`src/plc_flags_pkg.sv`:
```
// package: constants shared by the special status flag bank
package plc_flags_pkg;
    // clock and time base
    localparam int unsigned CLK_HZ          = 20000000;
    localparam int unsigned TICK_MS         = 50;                          // shortest relay half period
    localparam int unsigned TICK_CYCLES     = CLK_HZ / 1000 * TICK_MS;     // 1,000,000 cycles
    localparam int unsigned SCAN_LIMIT_MS   = 200;
    localparam int unsigned SCAN_LIMIT_TICKS = SCAN_LIMIT_MS / TICK_MS;    // 4 ticks of 50 ms
    // register bus word map (16-bit words)
    localparam logic [3:0] ADDR_STATUS  = 4'h0;
    localparam logic [3:0] ADDR_RELAYS  = 4'h1;
    localparam logic [3:0] ADDR_DETAIL  = 4'h2;
    // field positions in the status word
    localparam int unsigned BIT_PROG_FAULT   = 0;
    localparam int unsigned BIT_SCAN_OVERRUN = 1;
    localparam int unsigned BIT_CONST_ZERO   = 2;
    localparam int unsigned BIT_CONST_ONE    = 3;
    localparam int unsigned BIT_CARRY        = 4;
    localparam int unsigned BIT_INSTR_FAULT  = 5;
    localparam int unsigned BIT_BAD_OPCODE   = 6;
    localparam int unsigned BIT_BOUND        = 7;
    localparam int unsigned BIT_DIVIDE       = 8;
    localparam int unsigned BIT_DECIMAL      = 9;
    localparam int unsigned BIT_TABLE        = 10;
    localparam int unsigned BIT_ENCODE       = 11;
    // alarm positions in the detail fault word
    localparam int unsigned DET_BOUND   = 0;
    localparam int unsigned DET_DIVIDE  = 1;
    localparam int unsigned DET_DECIMAL = 2;
    localparam int unsigned DET_TABLE   = 3;
    localparam int unsigned DET_ENCODE  = 4;
    localparam int unsigned DET_PROG    = 8;
    // reset values
    localparam logic [15:0] STATUS_RESET = 16'h0008;
    localparam logic [7:0]  RELAYS_RESET = 8'h00;
endpackage

```
`src/tick_divider.sv`:
```
// module: divider that emits a one-cycle tick every DIVIDE cycles
`timescale 1ns/1ps
module tick_divider #(
    parameter int unsigned DIVIDE = 1000000
) (
    input  wire logic sys_clk,
    input  wire logic reset,
    input  wire logic restart,
    output logic      tick
);
    typedef struct packed {
        logic [31:0] count;
        logic        tick;
    } div_state_t;

    div_state_t state;
    div_state_t next_state;

    // count up, pulse after the last count, restart realigns the phase
    always_comb begin
        next_state      = state;
        next_state.tick = 1'b0;
        if (restart) begin
            next_state.count = 32'h0;
        end else if (state.count == 32'(DIVIDE - 1)) begin
            next_state.count = 32'h0;
            next_state.tick  = 1'b1;
        end else begin
            next_state.count = state.count + 32'h1;
        end
    end

    // state register
    always_ff @(posedge sys_clk) begin
        if (reset) begin
            state <= '0;
        end else begin
            state <= next_state;
        end
    end

    assign tick = state.tick;
endmodule // tick_divider

```
`src/plc_special_status_flags.sv`:
```
// module: bank of special status flags, timing relays and alarms of the controller cpu
`timescale 1ns/1ps
// What this block does
// - A scan longer than 200 ms sets the scan overrun flag as a fatal error.
// - Entering the program error state sets the program fault flag and its bit in the detail word.
// - Four fast relays of 0.1, 0.2, 0.4 and 0.8 s period run off for half and on for half.
// - Four slow relays of 1, 2, 4 and 8 s period run off for half and on for half.
// - A carry bit is read and updated by carry instructions.
// - A failing instruction sets the instruction fault bit with its alarm in the detail word.
// - An undefined instruction sets the bad opcode flag as a fatal error.
// - An out-of-range indirect operand sets the bound alarm and execution goes on.
// - A failed division sets the divide alarm and execution goes on.
// - A bad BCD digit sets the decimal alarm and execution goes on.
// - A bad table size sets the table alarm and execution goes on.
// - A failed encode sets the encode alarm and execution goes on.
// - Fatal flags are set only one cycle after entry to error mode, never while the program runs.
// - The program may clear the carry bit, the instruction fault bit and every alarm by writing zero.
// - All other status bits ignore program writes and follow the block's own logic.
module plc_special_status_flags #(
    parameter int unsigned TICK_DIV = plc_flags_pkg::TICK_CYCLES
) (
    input  wire logic        sys_clk,
    input  wire logic        reset,
    // register port
    input  wire logic [3:0]  reg_addr,
    input  wire logic [15:0] reg_wdata,
    input  wire logic        reg_write,
    input  wire logic        reg_read,
    output logic      [15:0] reg_rdata,
    // cpu mode and scan events
    input  wire logic        run_start,
    input  wire logic        scan_start,
    input  wire logic        scan_active,
    input  wire logic        prog_fault_event,
    input  wire logic        bad_opcode_event,
    // instruction events
    input  wire logic        carry_write,
    input  wire logic        carry_value,
    input  wire logic        bound_event,
    input  wire logic        divide_event,
    input  wire logic        decimal_event,
    input  wire logic        table_event,
    input  wire logic        encode_event,
    // flag outputs
    output logic             error_mode,
    output logic      [7:0]  tick_relays,
    output logic             carry_bit,
    output logic             instr_fault_bit,
    output logic      [15:0] detail_fault_word
);
    typedef enum logic [1:0] {MODE_IDLE, MODE_RUN, MODE_ERROR} cpu_mode_t;

    // status word, address 0
    //   bit 0  program fault, fatal, shown in error mode
    //   bit 1  scan overrun, fatal, shown in error mode
    //   bit 2  constant zero
    //   bit 3  constant one
    //   bit 4  carry, clearable
    //   bit 5  instruction fault, clearable
    //   bit 6  bad opcode, fatal, shown in error mode
    //   bit 7  bound alarm, clearable
    //   bit 8  divide alarm, clearable
    //   bit 9  decimal alarm, clearable
    //   bit 10 table alarm, clearable
    //   bit 11 encode alarm, clearable
    //   bits 15..12 read zero
    // relay word, address 1
    //   bits 3..0 fast relays of 0.1, 0.2, 0.4 and 0.8 s
    //   bits 7..4 slow relays of 1, 2, 4 and 8 s
    //   bits 15..8 read zero
    // detail word, address 2
    //   bits 4..0 copies of the five alarms
    //   bit 8 program fault
    //   other bits read zero
    // write rules
    //   only address 0 takes writes
    //   a zero clears a clearable bit, a one keeps it
    //   an event in the same cycle as a clear wins
    //   a carry load in the same cycle as a clear wins
    // constants
    //   bits 2 and 3 are fixed and ignore writes
    // read timing
    //   data stand one cycle after the strobe
    //   all other cycles the port reads zero
    // mode sequence
    //   idle until run start
    //   run until the first fatal cause
    //   error until reset, fatal flags appear one cycle after entry
    //   events other than run start and carry loads are taken only in run mode
    // event inputs
    //   every event input is a one-cycle pulse
    //   a pulse outside run mode is dropped, except a run start or a carry load
    //   any alarm also raises the instruction fault bit
    //   a carry load takes carry_value in the same cycle
    // time base
    //   one tick every TICK_DIV cycles, 50 ms at the default
    //   run start realigns the tick and clears every relay
    //   relays keep running in idle and error modes
    // scan watch
    //   counts ticks while a scan is active
    //   a count above four ticks is a fatal overrun
    //   resolution is one tick, so the trip lies between 200 and 250 ms
    //   the count saturates so a stalled scan cannot wrap

    typedef struct packed {
        cpu_mode_t   mode;
        logic [7:0]  phase;          // 50 ms tick count, wraps after 256 ticks
        logic [2:0]  slow_div;       // five 100 ms steps make one 0.5 s step
        logic [3:0]  slow_phase;     // 0.5 s steps inside the 8 s frame
        logic [7:0]  relays;
        logic [3:0]  scan_ticks;
        logic        fatal_scan;     // pending fatal causes, shown only in error mode
        logic        fatal_opcode;
        logic        fatal_prog;
        logic        prog_fault_flag;
        logic        scan_overrun_flag;
        logic        bad_opcode_flag;
        logic        carry_bit;
        logic        instr_fault_bit;
        logic [4:0]  alarms;         // bound, divide, decimal, table, encode
        logic [15:0] rdata;
    } flags_state_t;

    flags_state_t state;
    flags_state_t next_state;
    logic         tick;
    logic [15:0]  status_word;
    logic [15:0]  detail_word;
    logic [4:0]   alarm_events;
    logic         status_wr;

    // 50 ms time base, realigned at run start
    tick_divider #(
        .DIVIDE (TICK_DIV)
    ) u_tick (
        .sys_clk (sys_clk),
        .reset   (reset),
        .restart (run_start),
        .tick    (tick)
    );

    assign alarm_events = {encode_event, table_event, decimal_event, divide_event, bound_event};
    assign status_wr    = reg_write && (reg_addr == plc_flags_pkg::ADDR_STATUS);

    // assemble the status and detail words from state
    always_comb begin
        status_word = 16'h0000;
        status_word[plc_flags_pkg::BIT_PROG_FAULT]   = state.prog_fault_flag;
        status_word[plc_flags_pkg::BIT_SCAN_OVERRUN] = state.scan_overrun_flag;
        status_word[plc_flags_pkg::BIT_CONST_ZERO]   = 1'b0;
        status_word[plc_flags_pkg::BIT_CONST_ONE]    = 1'b1;
        status_word[plc_flags_pkg::BIT_CARRY]        = state.carry_bit;
        status_word[plc_flags_pkg::BIT_INSTR_FAULT]  = state.instr_fault_bit;
        status_word[plc_flags_pkg::BIT_BAD_OPCODE]   = state.bad_opcode_flag;
        status_word[plc_flags_pkg::BIT_BOUND]        = state.alarms[0];
        status_word[plc_flags_pkg::BIT_DIVIDE]       = state.alarms[1];
        status_word[plc_flags_pkg::BIT_DECIMAL]      = state.alarms[2];
        status_word[plc_flags_pkg::BIT_TABLE]        = state.alarms[3];
        status_word[plc_flags_pkg::BIT_ENCODE]       = state.alarms[4];

        // detail word: alarms and the program fault
        detail_word = 16'h0000;
        detail_word[plc_flags_pkg::DET_BOUND]   = state.alarms[0];
        detail_word[plc_flags_pkg::DET_DIVIDE]  = state.alarms[1];
        detail_word[plc_flags_pkg::DET_DECIMAL] = state.alarms[2];
        detail_word[plc_flags_pkg::DET_TABLE]   = state.alarms[3];
        detail_word[plc_flags_pkg::DET_ENCODE]  = state.alarms[4];
        detail_word[plc_flags_pkg::DET_PROG]    = state.prog_fault_flag;
    end

    // next state: mode, relays, scan watch, flags and read data
    always_comb begin
        next_state = state;
        // relay phase counters advance on each 50 ms tick
        if (tick) begin
            next_state.phase = state.phase + 8'h1;
            if (state.phase[0]) begin
                if (state.slow_div == 3'h4) begin
                    next_state.slow_div   = 3'h0;
                    next_state.slow_phase = state.slow_phase + 4'h1;
                end else begin
                    next_state.slow_div = state.slow_div + 3'h1;
                end
            end
        end

        // relay k is the high bit of its half-period count
        next_state.relays[3:0] = next_state.phase[3:0];
        next_state.relays[7:4] = next_state.slow_phase[3:0];

        // scan duration in 50 ms ticks, restarted by each scan
        if (scan_start) begin
            next_state.scan_ticks = 4'h0;
        end else if (scan_active && tick && state.scan_ticks != 4'hF) begin
            next_state.scan_ticks = state.scan_ticks + 4'h1;
        end

        // mode sequence: idle, run, error
        case (state.mode)
            MODE_IDLE: begin
                if (run_start) begin
                    next_state.mode = MODE_RUN;
                end
            end

            MODE_RUN: begin
                // fatal causes are latched but kept hidden until error mode
                if (scan_active && next_state.scan_ticks > 4'(plc_flags_pkg::SCAN_LIMIT_TICKS)) begin
                    next_state.fatal_scan = 1'b1;
                end

                if (bad_opcode_event) begin
                    next_state.fatal_opcode = 1'b1;
                end

                if (prog_fault_event) begin
                    next_state.fatal_prog = 1'b1;
                end

                if (next_state.fatal_scan || next_state.fatal_opcode || next_state.fatal_prog) begin
                    next_state.mode = MODE_ERROR;
                end
            end

            MODE_ERROR: begin
                // flags appear only here, when the program is stopped
                next_state.scan_overrun_flag = state.fatal_scan;
                next_state.bad_opcode_flag   = state.fatal_opcode;
                next_state.prog_fault_flag   = state.fatal_prog;
            end

            default: begin
                next_state.mode = MODE_IDLE;
            end
        endcase

        // every relay starts its off half at run start
        if (run_start) begin
            next_state.phase      = 8'h0;
            next_state.slow_div   = 3'h0;
            next_state.slow_phase = 4'h0;
            next_state.relays     = plc_flags_pkg::RELAYS_RESET;
            next_state.scan_ticks = 4'h0;
        end

        // program writes clear only the clearable bits; set wins over clear
        if (status_wr) begin
            if (!reg_wdata[plc_flags_pkg::BIT_CARRY]) begin
                next_state.carry_bit = 1'b0;
            end
            if (!reg_wdata[plc_flags_pkg::BIT_INSTR_FAULT]) begin
                next_state.instr_fault_bit = 1'b0;
            end
            next_state.alarms = state.alarms & reg_wdata[plc_flags_pkg::BIT_ENCODE:plc_flags_pkg::BIT_BOUND];
        end

        if (carry_write) begin
            next_state.carry_bit = carry_value;
        end

        // alarms set in run mode and execution goes on
        if (state.mode == MODE_RUN) begin
            next_state.alarms = next_state.alarms | alarm_events;
            if (|alarm_events) begin
                next_state.instr_fault_bit = 1'b1;
            end
        end

        // read data one cycle after the strobe; other words read zero
        next_state.rdata = 16'h0000;
        if (reg_read) begin
            if (reg_addr == plc_flags_pkg::ADDR_STATUS) begin
                next_state.rdata = status_word;
            end else if (reg_addr == plc_flags_pkg::ADDR_RELAYS) begin
                next_state.rdata = {8'h00, state.relays};
            end else if (reg_addr == plc_flags_pkg::ADDR_DETAIL) begin
                next_state.rdata = detail_word;
            end else begin
                next_state.rdata = 16'h0000;
            end
        end
    end

    // state register
    always_ff @(posedge sys_clk) begin
        if (reset) begin
            state        <= '0;
            state.mode   <= MODE_IDLE;
            state.relays <= plc_flags_pkg::RELAYS_RESET;
        end else begin
            state <= next_state;
        end
    end

    assign reg_rdata         = state.rdata;
    assign error_mode        = (state.mode == MODE_ERROR);
    assign tick_relays       = state.relays;
    assign carry_bit         = state.carry_bit;
    assign instr_fault_bit   = state.instr_fault_bit;
    assign detail_fault_word = detail_word;
endmodule // plc_special_status_flags

```
`config.mk`:
```
export PLATFORM = sky130hd
export DESIGN_NAME = plc_special_status_flags
export DESIGN_NICKNAME = d
export VERILOG_FILES = /design/src/plc_flags_pkg.sv /design/src/tick_divider.sv /design/src/plc_special_status_flags.sv
export SDC_FILE = /design/constraint.sdc
export NUM_CORES = 1
export LEC_CHECK = 0
export BUFFER_PORTS_ARGS = -buffer_cell sky130_fd_sc_hd__buf_2
export CAP_MARGIN = 20
export CORE_ASPECT_RATIO = 1.25
export CORE_UTILIZATION = 54
export CTS_CLUSTER_SIZE = 40
export DETAILED_ROUTE_END_ITERATION = 8
export PLACE_DENSITY = 0.79
export SYNTH_ARGS = -nofsm -noshare
export SYNTH_HDL_FRONTEND = slang
export SYNTH_SLANG_ARGS = --single-unit
```
`constraint.sdc`:
```
create_clock -name sys_clk -period 2.1 [get_ports sys_clk]
set_input_delay 0.42 -clock sys_clk [delete_from_list [all_inputs] [get_ports sys_clk]]
set_output_delay 0.42 -clock sys_clk [all_outputs]
set_load 0.01 [all_outputs]
```
==> results.py <==
metrics = {
    "run_status": {
        "status": "complete, no violations",
    },
    "sta": {
        "worst_slew_pin_slew_ns": 0.587,
        "final.setup_skew_ns": 0.00748,
        "hold_violations": 0,
        "setup-violations-final": 0,
        "min_period_ns": 1.83,
        "slew_headroom": 0.608,
        "post-route-period-util": 0.870,
        "setup_tns_ns": 0,
        "slew_viol_final": 0,
        "clock.fmax_ghz": 0.547,
        "rsz0062_at_grt": "no",
    },
    "setup_path": {
        "reg2reg_slack_ns": 0.27,
        "r2r_end": "u_tick.state[24]",
        "crit_start": "u_tick.state[3]",
        "r2r_start": "u_tick.state[3]",
        "path_class": "reg2reg",
        "endpoint_kind": "register",
        "arrival_ns": 2.07,
        "crit_path_start_kind": "register",
        "critPathMaxFanout": 6,
        "required_ns": 2.35,
        "reg2regPathDepth": 5,
    },
    "detailed_routing": {
        "drtAntennaViolNets": 0,
        "drt-total-wl_um": 6650,
        "drt-vias-per-instance": 5.23,
        "route.detailed.drc": 0,
        "wl_per_cell_um": 12.6,
        "firstDrtPassIters": 4,
        "vias": 2757,
        "drt_iter0_markers": 89,
    },
    "synth": {
        "ys.flop_type": "dfxtp_1",
        "syn-mean-instance-area_sq_um": 8.82,
        "synth-seq-cells": 75,
        "syn_area_sq_um": 3590,
        "synth_edf_count": 0,
        "yosys_warnings": 0,
        "synthCells": 407,
        "ys_seq_area_frac": 0.418,
        "ys_async_sr_fraction": 0,
        "yosysUniqueCellTypes": 49,
    },
    "layout": {
        "nFillCells": 567,
        "drive_above_1_share": 0.206,
        "fin_area_sq_um": 3930,
        "antenna_cells": 0,
        "nets": 479,
        "area_growth_syn_to_layout_pct": 9.44,
    },
    "worst_hold_path": {
        "whs_endpoint": "state[30]",
        "worstHoldPathType": "in2reg",
        "hold_depth": 2,
        "min_from": "scan_start",
    },
    "power_and_ir_drop": {
        "clkPwrFrac": 0.433,
        "seq_power_share": 0.515,
        "combPwrFrac": 0.051,
        "ir_drop_mv": 0.495,
        "power_switching_share": 0.231,
        "netSwitchingPower_mw": 0.650,
        "power_density_nw_per_um2": 718,
        "leakage_nw": 1.57,
        "p_int_mw": 2.17,
    },
    "die": {
        "core_sq_um": 6290,
        "dieArea_sq_um": 6980,
        "start_util": 0.571,
        "rows": 32,
        "die_w_um": 74.9,
        "ioPinCount": 79,
        "die_y_um": 93.2,
    },
    "cts": {
        "postCtsResizedCells": 0,
        "cts_hold_buffers": 0,
        "clk_pin_slew_ns": 0.08,
        "cts_tree": "built",
        "cts_max_level": 3,
        "cts.sinks": 75,
        "cts_root_buffer": "clkbuf_8",
        "numCtsBuffers": 9,
        "cts_max_path_buffers": 2,
        "clk_latency_ns": 0.35,
        "postCtsSetupBuffers": 0,
    },
    "global_routing": {
        "grt_max_degree": 33,
        "grt_overflow": 0,
        "grt_use_total": 0.205,
        "antenna_found_initial": 0,
        "grt_pass1_vias": 2540,
        "grt_pass1_wl_um": 10900,
    },
    "placed_design": {
        "gp_congestion": 0.896,
        "port_buffers": 55,
        "dp_hpwl_um": 4880,
        "place_area_sq_um": 3700,
    },
    "run": {
        "cap_violations": 0,
    },
}
[critical path: stages (launching register included)]
cell	delay, ns
dfxtp_1	0.45
nand4_4	0.17
or3_1	0.57
nor4_2	0.34
xnor2_1	0.17
nor2_2	0.04
[stage by stage]
stage | std cells | hold WS (ns) | util | total power, mW | setup slack (ns)
floorplan | 420 | 0.437 | - | 1.60 | 0.407
global route | 527 | 0.308 | 0.625 | 2.93 | 0.193
detailed placement | 511 | 0.471 | 0.589 | 1.63 | 0.278
CTS | 527 | 0.294 | 0.625 | 2.84 | 0.267
global placement | 511 | 0.459 | 0.589 | 1.63 | 0.325
finish | 527 | 0.303 | 0.625 | 2.82 | 0.273
[flip-flops by register name, summed over array words and instances (netlist names)]
register / flops
carry_bit: 1
tick_relays: 1
instr_fault_bit: 1
state: 21
u_tick.tick: 1
u_tick.state: 32
detail_fault_word: 6
reg_rdata: 12
[Yosys cell counts, types with 2 or more instances]
master / count / area [sq um]
dfxtp_1: 75 / 1500
nor2_1: 56 / 210
buf_4: 40 / 300
nand2_1: 24 / 90.1
a21oi_1: 21 / 105
nand3_1: 21 / 105
xor2_1: 21 / 184
xnor2_1: 16 / 140
and3_1: 11 / 68.8
mux2i_1: 11 / 110
nand4_1: 11 / 68.8
o21ai_0: 9 / 45.0
inv_1: 8 / 30.0
nor3_1: 8 / 40.0
clkbuf_1: 6 / 22.5
ha_1: 6 / 75.1
and2_1: 5 / 31.3
nor2b_1: 5 / 31.3
buf_2: 4 / 20.0
nor2_2: 4 / 25.0
nand2b_1: 3 / 18.8
nor4_1: 3 / 18.8
nor4_2: 3 / 37.5
or3_1: 3 / 18.8
a211oi_1: 2 / 15.0
and4_1: 2 / 17.5
nand4b_1: 2 / 17.5
nor3_2: 2 / 20.0
nor4_4: 2 / 42.5
nor4b_1: 2 / 17.5
o21ai_1: 2 / 10.0
or4_1: 2 / 15.0
[layout make-up]
class / instances / area [sq um] / share of cell area
multi-input cells: 284 / 1750 / 0.445
flip-flops and latches: 75 / 1500 / 0.382
clock buffers: 9 / 124 / 0.0315
repair buffers: 59 / 318 / 0.0809
clock inverters: 7 / 101 / 0.0258
inverters: 8 / 30.0 / 0.00764
well taps: 85 / 106 / 0.0271
[cells by family after synthesis]
logic type,after synthesis,synth area share
AND/OR/NAND/NOR,175,0.265
XOR/XNOR,37,0.0902
buffers and inverters,61,0.109
other,1,0.00104
flip-flops,75,0.418
multiplexers,11,0.0307
adder cells (fa/ha/maj),6,0.0209
AO/OA/AOI/OAI,41,0.0645
[worst max-delay path by stage]
stage	to	slack, ns	cells past startpoint
detailed placement	u_tick.state[24]	0.28	5
global route	u_tick.state[28]	0.19	5
finish	u_tick.state[24]	0.27	5
CTS	u_tick.state[24]	0.27	5
floorplan	u_tick.state[31]	0.41	6
global placement	u_tick.state[24]	0.33	5
[cells in the final DEF, fill, tap and decap left out, drive strengths merged, types with 5 or more instances in the layout]
master / netlist / layout
nand3: 22 / 22
xnor2: 16 / 16
xor2: 21 / 21
dfxtp: 75 / 75
nor4: 8 / 8
nand2: 25 / 25
nor2: 60 / 60
mux2i: 11 / 11
and3: 11 / 11
nor3: 10 / 10
and2: 6 / 6
buf: 46 / 59
o21ai: 11 / 11
conb: 1 / 14
clkbuf: 7 / 9
inv: 8 / 9
nor2b: 5 / 5
a21oi: 21 / 21
ha: 6 / 6
nand4: 12 / 12
[power by group through the flow]
stage	registers [mW]	clock network, mW	logic (mW)
after floorplan	1.48	0	0.115
after global placement	1.49	0	0.142
after detailed placement	1.49	0	0.144
after CTS	1.45	1.24	0.145
after global routing	1.46	1.31	0.162
final	1.45	1.22	0.145
[metal layers]
metal | track usage | wire [um] | up-vias | part of all wire
met1 | 0.229 | 2830 | 1277 | 0.43
met4 | 0.118 | 175 | 0 | 0.026
met5 | 0 | 0 | - | 0
li1 | - | - | 1395 | -
met2 | 0.354 | 3380 | 68 | 0.51
met3 | 0.0409 | 262 | 17 | 0.039
(Power assumes the default switching activity.)
